**config.mk**
```make
export PLATFORM = sky130hd
export DESIGN_NAME = fpq_top
export DESIGN_NICKNAME = d
export VERILOG_FILES = /design/src/fpq_pkg.sv /design/src/fpq_rom.sv /design/src/fpq_sync.sv /design/src/fpq_top.sv
export SDC_FILE = /design/constraint.sdc
export NUM_CORES = 1
export LEC_CHECK = 0
export BUFFER_PORTS_ARGS = -buffer_cell sky130_fd_sc_hd__buf_2
export CAP_MARGIN = 20
export CORE_ASPECT_RATIO = 1.75
export CORE_MARGIN = 2
export CORE_UTILIZATION = 32
export DETAILED_ROUTE_END_ITERATION = 16
export HOLD_SLACK_MARGIN = 0.05
export PLACE_DENSITY = 0.57
export SETUP_SLACK_MARGIN = 0.02
export SYNTH_ARGS = -nofsm -noshare
export SYNTH_HDL_FRONTEND = slang
export SYNTH_HIERARCHICAL = 1
export SYNTH_SLANG_ARGS = --single-unit
```
**constraint.sdc**
```tcl
create_clock -name i_sys_clk -period 4.7 [get_ports i_sys_clk]
set_clock_uncertainty 0.2 [all_clocks]
set_input_delay 0.94 -clock i_sys_clk [delete_from_list [all_inputs] [get_ports i_sys_clk]]
set_output_delay 0.94 -clock i_sys_clk [all_outputs]
set_load 0.005 [all_outputs]
```
**src/fpq_pkg.sv**
```systemverilog
package fpq_pkg;
  // ==========================================================
  // clock and timing
  localparam int unsigned CLK_MHZ                  = 100;
  localparam int unsigned SLEEP_ENTRY_IDLE_NS      = 100;
  localparam int unsigned SLEEP_ENTRY_BUSY_US      = 20;
  localparam int unsigned SLEEP_EXIT_WAIT_US       = 75;
  localparam int unsigned SLEEP_ENTRY_IDLE_CYC =
    (SLEEP_ENTRY_IDLE_NS * CLK_MHZ + 999) / 1000;
  localparam int unsigned SLEEP_ENTRY_BUSY_CYC =
    SLEEP_ENTRY_BUSY_US * CLK_MHZ;
  localparam int unsigned SLEEP_EXIT_WAIT_CYC =
    SLEEP_EXIT_WAIT_US * CLK_MHZ;
  localparam int unsigned CNT_W = 14;

  // ==========================================================
  // bus widths and commands
  localparam int unsigned ADDR_W = 24;
  localparam int unsigned DATA_W = 16;
  localparam int unsigned QADDR_W = 7;
  localparam logic [ADDR_W-1:0] QUERY_ENTRY_ADDR = 24'h000055;
  localparam logic [7:0]        CMD_QUERY        = 8'h98;
  localparam logic [7:0]        CMD_RESET        = 8'hf0;
  localparam logic [7:0]        QUERY_DATA_HI    = 8'h00;

  // ==========================================================
  // boot layout codes
  localparam logic [7:0] LAYOUT_BOTTOM  = 8'h02;
  localparam logic [7:0] LAYOUT_TOP     = 8'h03;
  localparam logic [7:0] LAYOUT_UNIFORM = 8'h04;

  typedef enum logic [3:0] {
    FPQ_ACTIVE  = 4'b0001,
    FPQ_ENTER   = 4'b0010,
    FPQ_SLEEP   = 4'b0100,
    FPQ_WAKE    = 4'b1000
  } fpq_pwr_t;
endpackage : fpq_pkg

```
**src/fpq_rom.sv**
```systemverilog
`timescale 1ns/10ps
module fpq_rom
  import fpq_pkg::*;
(
  // table select
  input  wire logic [1:0]         i_layout,
  input  wire logic [fpq_pkg::QADDR_W-1:0] i_addr,
  output logic      [7:0]         o_data
);
  import fpq_pkg::*;

  // layout: 0 bottom boot, 1 top boot, 2 and 3 uniform
  logic boot;
  assign boot = (i_layout < 2'h2);

  always_comb begin
    case (i_addr)
      7'h10: o_data = 8'h51;
      7'h11: o_data = 8'h52;
      7'h12: o_data = 8'h59;
      7'h13: o_data = 8'h02;
      7'h15: o_data = 8'h40;
      7'h1b: o_data = 8'h17;
      7'h1c: o_data = 8'h19;
      7'h1d: o_data = 8'h85;
      7'h1e: o_data = 8'h95;
      7'h1f: o_data = 8'h08;
      7'h20: o_data = 8'h09;
      7'h21: o_data = 8'h0a;
      7'h22: o_data = 8'h12;
      7'h23: o_data = 8'h01;
      7'h24: o_data = 8'h01;
      7'h25: o_data = 8'h04;
      7'h27: o_data = 8'h19;
      7'h2a: o_data = 8'h06;
      7'h2c: o_data = boot ? 8'h02 : 8'h01;
      7'h2d: o_data = boot ? 8'h03 : 8'hff;
      7'h2f: o_data = boot ? 8'h80 : 8'h00;
      7'h30: o_data = boot ? 8'h00 : 8'h02;
      7'h31: o_data = boot ? 8'hfe : 8'h00;
      7'h34: o_data = boot ? 8'h02 : 8'h00;
      7'h40: o_data = 8'h50;
      7'h41: o_data = 8'h52;
      7'h42: o_data = 8'h49;
      7'h43: o_data = 8'h30;
      7'h44: o_data = 8'h30;
      7'h46: o_data = 8'h02;
      7'h47: o_data = 8'h01;
      7'h49: o_data = 8'h01;
      7'h4a: o_data = 8'h01;
      7'h4b: o_data = 8'h01;
      7'h4c: o_data = 8'h03;
      7'h4d: begin
        case (i_layout)
          2'h0:    o_data = LAYOUT_BOTTOM;
          2'h1:    o_data = LAYOUT_TOP;
          default: o_data = LAYOUT_UNIFORM;
        endcase
      end
      7'h4e: o_data = 8'h85;
      7'h50: o_data = 8'h01;
      default: o_data = 8'h00;
    endcase
  end
endmodule : fpq_rom

```
**src/fpq_sync.sv**
```systemverilog
`timescale 1ns/10ps
module fpq_sync #(
  // level held in both flops while reset is low
  parameter logic RST_VAL = 1'b0
) (
  // clock and reset
  input  wire logic i_sys_clk,
  input  wire logic i_rst_n,
  // level in and out
  input  wire logic i_async,
  output logic      o_sync
);
  typedef struct packed {
    logic stage1;
    logic stage2;
  } fpq_sync_st_t;

  fpq_sync_st_t st_reg;
  fpq_sync_st_t st_next;

  always_comb begin
    st_next.stage1 = i_async;
    st_next.stage2 = st_reg.stage1;
  end

  always_ff @(posedge i_sys_clk) begin
    if (!i_rst_n) begin
      st_reg <= {RST_VAL, RST_VAL};
    end else begin
      st_reg <= st_next;
    end
  end

  assign o_sync = st_reg.stage2;
endmodule : fpq_sync

```
**src/fpq_top.sv**
```systemverilog
`timescale 1ns/10ps
// Behaviour
// - sleep only while sleep pin high; internal circuitry then shut down.
// - after sleep pin falls, device operational again within 75 us.
// - chip select ignored while asleep.
// - program and erase rejected while asleep.
// - reset and sleep pin accepted in any order at power up.
// - sleep pin rise while idle enters sleep after 100 ns.
// - sleep pin rise while busy enters sleep after 20 us.
// - write 98h to word address 55h enters query mode.
// - query data on low byte, upper byte driven zero.
// - query mode held until the reset command is written or sleep is entered.
// - query 10h-12h return the ascii signature.
// - 15h points to extended table at 40h with its signature.
// - timing exponents at 1fh, 20h, 22h.
// - block erase exponent at 21h and maximum factors 23h-26h.
// - 27h returns the device size exponent.
// - 2ah returns multi-byte write exponent, 2bh zero.
// - 2ch returns region count by variant.
// - region 1 record at 2dh by variant.
// - region 2 by variant, regions 3 and 4 zero.
// - extended words 46h-4bh.
// - 4ch page read code, 4fh zero.
// - 4dh boot layout code.
module fpq_top
  import fpq_pkg::*;
#(
  parameter int unsigned ENTRY_BUSY_CYC = SLEEP_ENTRY_BUSY_CYC,
  parameter int unsigned EXIT_WAIT_CYC  = SLEEP_EXIT_WAIT_CYC
) (
  // clock and reset
  input  wire logic                      i_sys_clk,
  input  wire logic                      i_rst_n,
  // pins
  input  wire logic                      i_sleep_pin,
  input  wire logic                      i_cs_n,
  input  wire logic                      i_we_n,
  input  wire logic                      i_oe_n,
  input  wire logic [fpq_pkg::ADDR_W-1:0] i_addr,
  input  wire logic [fpq_pkg::DATA_W-1:0] i_wdata,
  output logic      [fpq_pkg::DATA_W-1:0] o_rdata,
  output logic                           o_rdata_oe,
  // variant strap: 0 bottom, 1 top, 2 uniform
  input  wire logic [1:0]                i_layout,
  // array side
  input  wire logic                      i_pe_busy,
  input  wire logic [fpq_pkg::DATA_W-1:0] i_array_data,
  output logic                           o_cmd_valid,
  output logic      [fpq_pkg::ADDR_W-1:0] o_cmd_addr,
  output logic      [fpq_pkg::DATA_W-1:0] o_cmd_data,
  output logic                           o_pe_inhibit,
  // status
  output logic                           o_asleep,
  output logic                           o_ready,
  output logic                           o_query_mode
);
  import fpq_pkg::*;

  localparam logic [CNT_W-1:0] IDLE_CNT =
    CNT_W'(SLEEP_ENTRY_IDLE_CYC);
  localparam logic [CNT_W-1:0] BUSY_CNT = CNT_W'(ENTRY_BUSY_CYC);
  localparam logic [CNT_W-1:0] WAKE_CNT = CNT_W'(EXIT_WAIT_CYC);
  localparam logic [CNT_W-1:0] CNT_ONE  = 14'h0001;

  // ==========================================================
  // input synchronisers
  logic sleep_s;
  logic cs_n_s;
  logic we_n_s;
  logic oe_n_s;

  fpq_sync u_sync_sleep (
    .i_sys_clk (i_sys_clk),
    .i_rst_n   (i_rst_n),
    .i_async   (i_sleep_pin),
    .o_sync    (sleep_s)
  );
  // idle-high strobes reset to idle so no false edge follows reset
  fpq_sync #(.RST_VAL(1'b1)) u_sync_cs (
    .i_sys_clk (i_sys_clk),
    .i_rst_n   (i_rst_n),
    .i_async   (i_cs_n),
    .o_sync    (cs_n_s)
  );
  fpq_sync #(.RST_VAL(1'b1)) u_sync_we (
    .i_sys_clk (i_sys_clk),
    .i_rst_n   (i_rst_n),
    .i_async   (i_we_n),
    .o_sync    (we_n_s)
  );
  fpq_sync #(.RST_VAL(1'b1)) u_sync_oe (
    .i_sys_clk (i_sys_clk),
    .i_rst_n   (i_rst_n),
    .i_async   (i_oe_n),
    .o_sync    (oe_n_s)
  );

  // ==========================================================
  // state
  typedef struct packed {
    fpq_pwr_t               pwr;
    logic [CNT_W-1:0]       cnt;
    logic                   query;
    logic                   we_n_d;
    logic                   pe_seen;
    logic [ADDR_W-1:0]      addr_q;
    logic [DATA_W-1:0]      data_q;
    logic [DATA_W-1:0]      rdata;
    logic                   rdata_oe;
    logic                   cmd_valid;
    logic [ADDR_W-1:0]      cmd_addr;
    logic [DATA_W-1:0]      cmd_data;
    logic [ADDR_W-1:0]      addr_s1;
    logic [ADDR_W-1:0]      addr_s2;
    logic [DATA_W-1:0]      wdata_s1;
    logic [DATA_W-1:0]      wdata_s2;
    logic [1:0]             layout_s1;
    logic [1:0]             layout_s2;
  } fpq_state_t;

  fpq_state_t st_reg;
  fpq_state_t st_next;

  logic [7:0] rom_data;

  fpq_rom u_rom (
    .i_layout (st_reg.layout_s2),
    .i_addr   (st_reg.addr_s2[QADDR_W-1:0]),
    .o_data   (rom_data)
  );

  // ==========================================================
  // next state
  logic awake;
  logic wr_done;
  logic rd_act;
  logic in_table;

  always_comb begin
    st_next = st_reg;
    awake   = (st_reg.pwr == FPQ_ACTIVE) || (st_reg.pwr == FPQ_ENTER);
    // chip select only counts while awake
    wr_done = awake && !cs_n_s && we_n_s && !st_reg.we_n_d;
    rd_act  = awake && !cs_n_s && !oe_n_s && we_n_s;
    in_table = (st_reg.addr_s2[ADDR_W-1:QADDR_W] == '0);
    // address, data and strap are held stable by the host around
    // the strobes, so two flops bring them in with the strobes
    st_next.addr_s1   = i_addr;
    st_next.addr_s2   = st_reg.addr_s1;
    st_next.wdata_s1  = i_wdata;
    st_next.wdata_s2  = st_reg.wdata_s1;
    st_next.layout_s1 = i_layout;
    st_next.layout_s2 = st_reg.layout_s1;
    st_next.we_n_d    = we_n_s;
    st_next.cmd_valid = 1'b0;
    st_next.addr_q    = st_reg.addr_s2;
    st_next.data_q    = st_reg.wdata_s2;

    case (st_reg.pwr)
      FPQ_ACTIVE: begin
        if (sleep_s) begin
          st_next.pwr     = FPQ_ENTER;
          st_next.pe_seen = i_pe_busy;
          st_next.cnt     = i_pe_busy ? BUSY_CNT : IDLE_CNT;
        end
      end
      FPQ_ENTER: begin
        if (!sleep_s) begin
          st_next.pwr = FPQ_ACTIVE;
        end else if (i_pe_busy && !st_reg.pe_seen) begin
          st_next.pe_seen = 1'b1;
          st_next.cnt     = BUSY_CNT;
        end else if (st_reg.cnt <= CNT_ONE) begin
          st_next.pwr   = FPQ_SLEEP;
          st_next.query = 1'b0;
        end else begin
          st_next.cnt = st_reg.cnt - CNT_ONE;
        end
      end
      FPQ_SLEEP: begin
        if (!sleep_s) begin
          st_next.pwr = FPQ_WAKE;
          st_next.cnt = WAKE_CNT;
        end
      end
      FPQ_WAKE: begin
        if (sleep_s) begin
          st_next.pwr = FPQ_SLEEP;
        end else if (st_reg.cnt <= CNT_ONE) begin
          st_next.pwr = FPQ_ACTIVE;
        end else begin
          st_next.cnt = st_reg.cnt - CNT_ONE;
        end
      end
      default: begin
        st_next.pwr = FPQ_ACTIVE;
      end
    endcase

    // command decode on the rising edge of the write strobe
    // a command on the edge into sleep is lost with the circuitry
    if (wr_done && st_next.pwr != FPQ_SLEEP) begin
      if (st_reg.data_q[7:0] == CMD_RESET) begin
        st_next.query = 1'b0;
      end else if (st_reg.data_q[7:0] == CMD_QUERY &&
                   st_reg.addr_q == QUERY_ENTRY_ADDR) begin
        st_next.query = 1'b1;
      end else if (!st_reg.query && st_reg.pwr == FPQ_ACTIVE) begin
        // writes only forwarded while fully awake
        st_next.cmd_valid = 1'b1;
        st_next.cmd_addr  = st_reg.addr_q;
        st_next.cmd_data  = st_reg.data_q;
      end
    end

    // read data
    st_next.rdata_oe = rd_act;
    if (st_reg.query) begin
      st_next.rdata = {QUERY_DATA_HI, in_table ? rom_data : 8'h00};
    end else begin
      st_next.rdata = i_array_data;
    end
  end

  always_ff @(posedge i_sys_clk) begin
    if (!i_rst_n) begin
      st_reg          <= '0;
      st_reg.pwr      <= FPQ_ACTIVE;
      st_reg.we_n_d   <= 1'b1;
    end else begin
      st_reg <= st_next;
    end
  end

  // ==========================================================
  // outputs
  assign o_rdata      = st_reg.rdata;
  assign o_rdata_oe   = st_reg.rdata_oe;
  assign o_cmd_valid  = st_reg.cmd_valid;
  assign o_cmd_addr   = st_reg.cmd_addr;
  assign o_cmd_data   = st_reg.cmd_data;
  assign o_asleep     = (st_reg.pwr == FPQ_SLEEP);
  assign o_pe_inhibit = (st_reg.pwr != FPQ_ACTIVE);
  assign o_ready      = (st_reg.pwr == FPQ_ACTIVE);
  assign o_query_mode = st_reg.query;
endmodule : fpq_top

```
==> flow_summary.yaml, run 1 <==
yosys:
  synth.top_cell.area_share_pct: 50.1
  synth_area_leaders: "dfxtp_1, and2_1, buf_4, mux2i_1, nand2_1"
  syn_nets: 959
  yosysTopAreaCell: "dfxtp_1"
  synth_area_um2: 8430
  async_flop_share_pct: 0
  postSynthCellCount: 892
  syn_area_per_cell_um2: 9.45
  synth_edf_count: 0
  synth_seq_area_share_pct: 50.1
  ys.flop_type: "dfxtp_1"
  synth-warning-count: 6
  ys_types: 76
  synth_seq_cells: 211
clocking:
  cts_tree: "done"
  hold_buffers: 0
  cts_setup_buffers: 0
  clock_sinks: 211
  clock_path_buffers: 3
  insertion_delay_ps: 500
  cts_htree_levels: 1
  cts_resized: 0
  cts_root_buf: "clkbuf_16"
  cts_made_buffers: 21
  clk_pin_slew_ps: 60
die:
  dieArea_um2: 27700
  rows: 78
  start_util_pct: 32.5
  die_x_um: 127
  die_h_um: 219
  fp.coreArea_um2: 26000
  ioPinCount: 127
sta:
  setup_slack_ps: 1740
  tightest_slew_ps: 995
  timing.final.crit_share_pct: 63.0
  holdWs_ps: 195
  rsz0062_at_grt: "false"
  clock.fmax_mhz: 338
  finalSetupViolCount: 0
  finalHoldViolations: 0
  slew_headroom_pct: 33.1
  period_minus_slack_ps: 2960
  maxSlewViolCount: 0
  fin_tns_setup_ps: 0
finish:
  antennaDiodeCount: 0
  final_layout_size_suffix_gt1_share_pct: 18.2
  final_cell_mix: "dfxtp_1, and2_1, buf_2, nand2_1, mux2i_1"
  area_growth_pct: 13.0
  layout.nets: 1007
  largest_reg_flops: 82
  final_common_cell: "dfxtp_1"
placement:
  dp_hpwl_um: 13400
  io_buffers: 126
  dp_worst_setup_slack_ps: 1930
  place_congestion: 0.876
worst_setup_path:
  rr_worst_depth: 6
  cp_data_arrival_time_ps: 1820
  crit_path_end_kind: "output port"
  path_max_fanout: 15
  r2r_end: "o_cmd_data[0]"
  start_kind: "flop"
  r2r_slack_ps: 2020
  startpoint: "st_reg[201]"
  r2r-start: "st_reg[200]"
  critPathRequiredTime_ps: 3560
  path_class: "reg -> out"
  endpoint: "o_ready"
routing:
  first_iter_violations: 435
  routedWlPerCell_um: 15.1
  drcViolationCount: 0
  vias_per_cell: 4.89
  wl_met3_um: 927
  finalWirelength_um: 19200
  drtPass1Iterations: 5
  wl_met2_um: 9790
  met1Wirelength_um: 7800
  drtAntennaViolNets: 0
  num_vias: 6217
  top_layer_used: "met4"
worst_hold_path:
  min_path_type: "reg -> reg"
pwr:
  ir_worst_vdd_v: 0.000241
  power_density_nw_per_um2: 388
  p_leak_nw: 3.79
  power_mw: 3.70
grt:
  grt_max_degree: 122
  track_usage_pct: 13.5
  grt-ovfl-total: 0
  antenna_found_initial: 0
  grt_pass1_vias: 5917
  grt_pass1_wl_um: 30100
flow_run:
  maxCapViolCount: 0
outcome:
  status: "complete, no violations"
[worst min-delay path by stage]
stage,from,to,depth (start not counted)
2_1_floorplan,u_sync_oe/o_sync,o_rdata_oe,1
3_3_place_gp,u_sync_oe/st_next[0],u_sync_oe/o_sync,1
3_5_place_dp,u_sync_cs/st_next[0],u_sync_cs/o_sync,1
4_1_cts,u_sync_we/st_next[0],u_sync_we/o_sync,1
5_1_grt,u_sync_cs/st_next[0],u_sync_cs/o_sync,1
6_report,u_sync_we/st_next[0],u_sync_we/o_sync,1
[worst max-delay path, cell delays in order, from the launching register on]
cell	delay, ps
dfxtp_1	640
nor2_1	200
nand2_1	270
inv_1	80
buf_2	130
[metal layers]
layer  track usage [%]  vias to the layer above
li1                  -                     3093
met1              15.0                     2905
met2              24.8                      177
met3              2.23                       42
met4              6.63                        0
met5                 0                        -
[Yosys cell counts, drive strengths merged, types with 2 or more instances]
| library cell | instances |
|---|---|
| a211o | 3 |
| a211oi | 4 |
| a21boi | 2 |
| a21oi | 20 |
| a22o | 9 |
| a311oi | 2 |
| a31oi | 14 |
| and2 | 137 |
| and3 | 3 |
| and3b | 3 |
| buf | 74 |
| clkbuf | 31 |
| dfxtp | 211 |
| ha | 2 |
| inv | 9 |
| mux2i | 41 |
| nand2 | 102 |
| nand2b | 19 |
| nand3 | 17 |
| nand3b | 4 |
| nand4 | 12 |
| nand4b | 2 |
| nand4bb | 2 |
| nor2 | 27 |
| nor2b | 15 |
| nor3 | 12 |
| nor3b | 7 |
| nor4 | 12 |
| nor4b | 5 |
| o2111a | 2 |
| o211ai | 2 |
| o21ai | 31 |
| o311ai | 2 |
| o31a | 5 |
| o31ai | 5 |
| o32ai | 2 |
| or2 | 2 |
| or3 | 8 |
| or3b | 2 |
| or4 | 6 |
| xor2 | 2 |
[layout make-up]
| cell class | count | area [µm²] |
|---|---|---|
| Fill cell | 2650 | 16400 |
| Sequential cell | 211 | 4220 |
| Multi-Input combinational cell | 567 | 3540 |
| Timing Repair Buffer | 130 | 667 |
| Clock buffer | 28 | 592 |
| Tap cell | 320 | 400 |
| Clock inverter | 7 | 68.8 |
| Inverter | 9 | 33.8 |
[kinds of logic (layout without fill, tap and decap cells)]
| group | after synthesis | after routing | share of synthesized area [%] |
|---|---|---|---|
| adder cells (fa/ha/maj) | 2 | 2 | 0.297 |
| AO/OA/AOI/OAI | 121 | 121 | 9.76 |
| multiplexers | 41 | 41 | 4.87 |
| AND/OR/NAND/NOR | 401 | 401 | 26.8 |
| buffers and inverters | 114 | 174 | 8.00 |
| XOR/XNOR | 2 | 2 | 0.208 |
| flip-flops | 211 | 211 | 50.1 |
[power by group]
part,switching [mW],internal (mW),leakage [nW]
sequential,0.0353,1.85,1.73
clock,0.670,0.938,0.322
combinational,0.117,0.0913,1.74
[through the flow]
stage / instance area [µm²] / utilization [%] / cells
floorplan: 8430 / - / 892
global placement: 8870 / 34.2 / 1237
detailed placement: 8870 / 34.2 / 1237
CTS: 9530 / 36.7 / 1272
global route: 9530 / 36.7 / 1272
finish: 9530 / 36.7 / 1272
Note: power is estimated with default switching activity, not from simulation.
==> run 2: changes to the inputs <==
==> constraint.sdc (replaced) <==
create_clock -name i_sys_clk -period 2.9 [get_ports i_sys_clk]
set_clock_uncertainty 0.2 [all_clocks]
set_input_delay 0.58 -clock i_sys_clk [delete_from_list [all_inputs] [get_ports i_sys_clk]]
set_output_delay 0.58 -clock i_sys_clk [all_outputs]
set_load 0.005 [all_outputs]
==> run 2 against run 1 <==
- total power is 71% higher
- register-to-register slack worse by 1700 ps
- wire length is 3.0% higher
- sequential share of layout area decreased by 1.2 points
- non-clock buffer count increased by 16
- sequential power up 62%
- die area did not move
- core utilization rose by 0.98 points
- flip-flop and latch count unchanged
- critical path depth is the same
- setup slack worse by 1500 ps
- via count decreased by 0.53%
- critical endpoint unchanged
- largest cell class unchanged
==> flow_summary.yaml, run 2 (synthesis gave the netlist of run 1 again) <==
routing:
  num_vias: 6184
  routedWlPerCell_um: 15.4
  drtAntennaViolNets: 0
  drcViolationCount: 0
  vias_per_cell: 4.80
  finalWirelength_um: 19800
  drtPass1Iterations: 4
  first_iter_violations: 436
worst_setup_path:
  start_kind: "flop"
  path_class: "reg -> out"
  critPathRequiredTime_ps: 2120
  cp_data_arrival_time_ps: 1870
  crit_path_end_kind: "output port"
  path_max_fanout: 17
finish:
  n_fill_cell: 2638
  largest_reg_flops: 82
  final_cell_mix: "dfxtp_1, and2_1, buf_2, nand2_1, mux2i_1"
  layout.nets: 1023
  antennaDiodeCount: 0
  final_layout_size_suffix_gt1_share_pct: 19.5
  final_area_um2: 9780
  final_common_cell: "dfxtp_1"
  area_growth_pct: 16.0
die:
  rows: 78
  fp.coreArea_um2: 26000
  start_util_pct: 32.5
  die_h_um: 219
  ioPinCount: 127
  dieArea_um2: 27700
  die_x_um: 127
sta:
  period_minus_slack_ps: 2650
  rsz0062_at_grt: "false"
  finalHoldViolations: 0
  maxSlewViolCount: 0
  tightest_slew_ps: 962
  slew_headroom_pct: 35.4
  finalSetupViolCount: 0
  timing.final.crit_share_pct: 91.4
  clock.fmax_mhz: 377
  fin_tns_setup_ps: 0
grt:
  antenna_found_initial: 0
  track_usage_pct: 14.2
  grt_pass1_vias: 6084
  grt_pass1_wl_um: 31700
  grt-ovfl-total: 0
  grt_max_degree: 227
clocking:
  cts_setup_buffers: 0
  cts_root_buf: "clkbuf_16"
  cts_htree_levels: 1
  cts_tree: "done"
  clk_pin_slew_ps: 60
  insertion_delay_ps: 500
  cts_made_buffers: 21
  clock_sinks: 211
  clock_path_buffers: 3
placement:
  place_congestion: 0.955
  io_buffers: 126
  dp_hpwl_um: 14000
  placed_area_um2: 8980
flow_run:
  maxCapViolCount: 0
pwr:
  power_density_nw_per_um2: 648
  ir_worst_vdd_v: 0.000309
  p_leak_nw: 3.93
outcome:
  status: "complete, no violations"
worst_hold_path:
  min_path_type: "in -> reg"
## run 2: path summary, 6_finish.rpt
path,from,end,slack (ps),cells past startpoint
min reg2reg,u_sync_oe/o_sync,o_rdata_oe,200,1
min,i_array_data[10],o_rdata[10],80,2
max,st_reg[199],o_ready,250,4
max reg2reg,st_reg[199],st_reg[194],280,6
## run 2: through the flow
stage                     std cells  hold WS [ps]  worst slack, ps  total power [mW]  utilization (%)
final                          1288          81.6              249              6.34             37.7
after detailed placement       1249           190              295              3.46             34.6
after floorplan                 892           173              632              3.34                -
after global routing           1288          66.4             54.1              6.60             37.7
after global placement         1249           189              374              3.46             34.6
after CTS                      1287          57.7              138              6.44             37.6
## run 2: critical path: stages (launching register included)
cell and delay, ps:
dfxtp_1 650, nor2b_1 240, nand2_1 210, inv_1 140, buf_2 130
## run 2: area by class of cell
type	instances	area, µm²	area share [%]
tap	320	400	4.09
clock inverter	6	134	1.37
clock buffer	29	626	6.39
sequential	211	4220	43.2
timing repair buffer	146	820	8.38
inverter	9	33.8	0.345
multi-input combinational	567	3550	36.2
## run 2: repair_timing
item,CTS,global route
hold buffers,3,0
gates resized for setup,0,1
hold endpoints to repair,3,0
setup endpoints to repair,0,1
## run 2: routing by layer
metal	part of all wire [%]	global-route usage, %	routed length (µm)	vias up
met5	0	0	0	-
met4	4.3	7.55	846	0
met3	4.2	2.06	827	45
met2	51	25.7	10100	165
met1	40	16.0	7990	2853
li1	-	-	-	3121
## run 2: power breakdown
part / total, mW / switching (mW) / internal (mW)
logic: 0.360 / 0.202 / 0.159
registers: 3.04 / 0.0504 / 2.99
clock network: 2.94 / 1.08 / 1.85
total: 6.34 / 1.34 / 5.00
==> run 3: changes to the inputs <==
--- a/config.mk
+++ b/config.mk
@@ -9,10 +9,10 @@
 export CAP_MARGIN = 20
 export CORE_ASPECT_RATIO = 1.75
 export CORE_MARGIN = 2
-export CORE_UTILIZATION = 32
+export CORE_UTILIZATION = 53
 export DETAILED_ROUTE_END_ITERATION = 16
 export HOLD_SLACK_MARGIN = 0.05
-export PLACE_DENSITY = 0.57
+export PLACE_DENSITY = 0.82
 export SETUP_SLACK_MARGIN = 0.02
 export SYNTH_ARGS = -nofsm -noshare
 export SYNTH_HDL_FRONTEND = slang
==> run 3 against run 2 <==
- register-to-register slack gained 120 ps
- worst hold slack lost 11 ps
- sequential power is essentially flat
- setup slack better by 19 ps
- wire length down 10%
- critical path depth increased by 1
- total power down 7.5%
- via count up 0.34%
- combinational power down 4%
- count of clock-buffer cells in the layout decreased by 5
- largest power group unchanged
==> flow_summary.yaml, run 3 (synthesis gave the netlist of run 1 again) <==
worst_setup_path:
  critPathRequiredTime_ps: 2120
  slowest_stage: "dfxtp_1"
  cp.depth: 5
  rr_worst_depth: 5
  path_buf_inv: 3
  r2r-start: "u_sync_sleep/o_sync"
  cp_cell_sequence: "buf_4, nor2_1, nand2_1, inv_1, buf_2"
  crit_path_end_kind: "output port"
  r2r_slack_ps: 400
  start_kind: "flop"
  cp_data_arrival_time_ps: 1850
  critPathTopFamily: "simple AND/OR/NAND/NOR gates"
  endpoint: "o_ready"
  path_class: "reg -> out"
  r2r_end: "st_reg[190]"
  path_max_fanout: 9
  slowest_delay_ps: 390
  startpoint: "st_reg[201]"
clocking:
  cts_root_buf: "clkbuf_16"
  cts_made_buffers: 19
  hold_buffers: 0
  cts_setup_buffers: 0
  clk_pin_slew_ps: 60
  insertion_delay_ps: 480
  clock_sinks: 211
  cts_htree_levels: 1
  clock_path_buffers: 3
  cts_resized: 0
  cts_tree: "done"
sta:
  period_minus_slack_ps: 2630
  finalSetupViolCount: 0
  finalHoldViolations: 0
  holdWs_ps: 70.2
  rsz0062_at_grt: "false"
  setup_slack_ps: 268
  maxSlewViolCount: 0
  clock.fmax_mhz: 380
  slew_headroom_pct: 33.6
  tightest_slew_ps: 992
  fin_tns_setup_ps: 0
  timing.final.crit_share_pct: 90.8
die:
  die_h_um: 171
  ioPinCount: 127
  fp.coreArea_um2: 15700
  start_util_pct: 53.6
  dieArea_um2: 17000
  rows: 61
  die_x_um: 99.4
grt:
  antenna_found_initial: 0
  grt_max_degree: 170
  grt-ovfl-total: 0
  track_usage_pct: 20.7
  grt_pass1_vias: 5982
  grt_pass1_wl_um: 28700
finish:
  antennaDiodeCount: 0
  largest_reg_flops: 82
  area_growth_pct: 11.6
  post-route-util_pct: 59.9
  layout.nets: 1014
  final_layout_size_suffix_gt1_share_pct: 18.7
  n_fill_cell: 1366
  final_common_cell: "dfxtp_1"
  final_cell_mix: "dfxtp_1, and2_1, buf_2, nand2_1, mux2i_1"
placement:
  dp_worst_setup_slack_ps: 395
  io_buffers: 126
  place_congestion: 1.00
  dp_hpwl_um: 12700
routing:
  drcViolationCount: 0
  vias_per_cell: 5.41
  routedWlPerCell_um: 15.5
  drtPass1Iterations: 5
  finalWirelength_um: 17700
  first_iter_violations: 284
  drtAntennaViolNets: 0
  num_vias: 6205
worst_hold_path:
  min_path_type: "in -> reg"
pwr:
  power_density_nw_per_um2: 623
  p_leak_nw: 3.81
  ir_worst_vdd_v: 0.000521
flow_run:
  maxCapViolCount: 0
outcome:
  status: "complete, no violations"
run 3: cell count changes in the layout (fill, tap and decap cells not counted), sizes merged:
cell and change:
buf -4, clkinv +1, bufinv -2, clkbuf -5
clkinvlp +3, dlygate4sd3 -3
run 3: power by group:
part | switching [mW] | total, mW | internal (mW)
clock network | 1.04 | 2.48 | 1.44
registers | 0.0530 | 3.04 | 2.99
logic | 0.190 | 0.347 | 0.157
run 3: final cells by class:
| type | count | area [µm²] | area share (%) |
|---|---|---|---|
| inverters | 9 | 33.8 | 0.359 |
| well taps | 189 | 236 | 2.51 |
| repair buffers | 139 | 759 | 8.07 |
| clock buffers | 24 | 514 | 5.46 |
| flip-flops and latches | 211 | 4220 | 44.9 |
| multi-input cells | 567 | 3540 | 37.6 |
| clock inverters | 8 | 101 | 1.08 |
run 3: worst reg2reg max path, cell delays in order (launching register included):
cell	delay, ps
dfxtp_1	530
or3b_2	510
a21oi_1	280
o31ai_1	220
or4_1	500
o31ai_1	180
run 3: metrics by stage:
stage	cells	instance area [µm²]	total power, mW
2_1_floorplan	892	8430	3.34
3_3_place_gp	1115	8800	3.45
3_5_place_dp	1115	8800	3.45
4_1_cts	1147	9410	5.91
5_1_grt	1147	9410	6.09
6_report	1147	9410	5.87
run 3: worst min path at each step:
stage	from	end	slack (ps)	depth (start not counted)
after CTS	i_cs_n	u_sync_cs/st_next[0]	60	2
after global routing	i_we_n	u_sync_we/st_next[0]	70	2
final	i_cs_n	u_sync_cs/st_next[0]	70	2
after detailed placement	u_sync_oe/o_sync	o_rdata_oe	190	1
after global placement	u_sync_cs/st_next[0]	u_sync_cs/o_sync	190	1
after floorplan	u_sync_oe/o_sync	o_rdata_oe	170	1
run 3: per-layer routing:
metal / vias to the layer above / GRT usage, % / part of all wire, %
met5: - / 0 / 0
met4: 0 / 8.40 / 3.2
met3: 45 / 2.82 / 5.1
met2: 197 / 39.2 / 54
met1: 2861 / 22.7 / 38
li1: 3102 / - / -
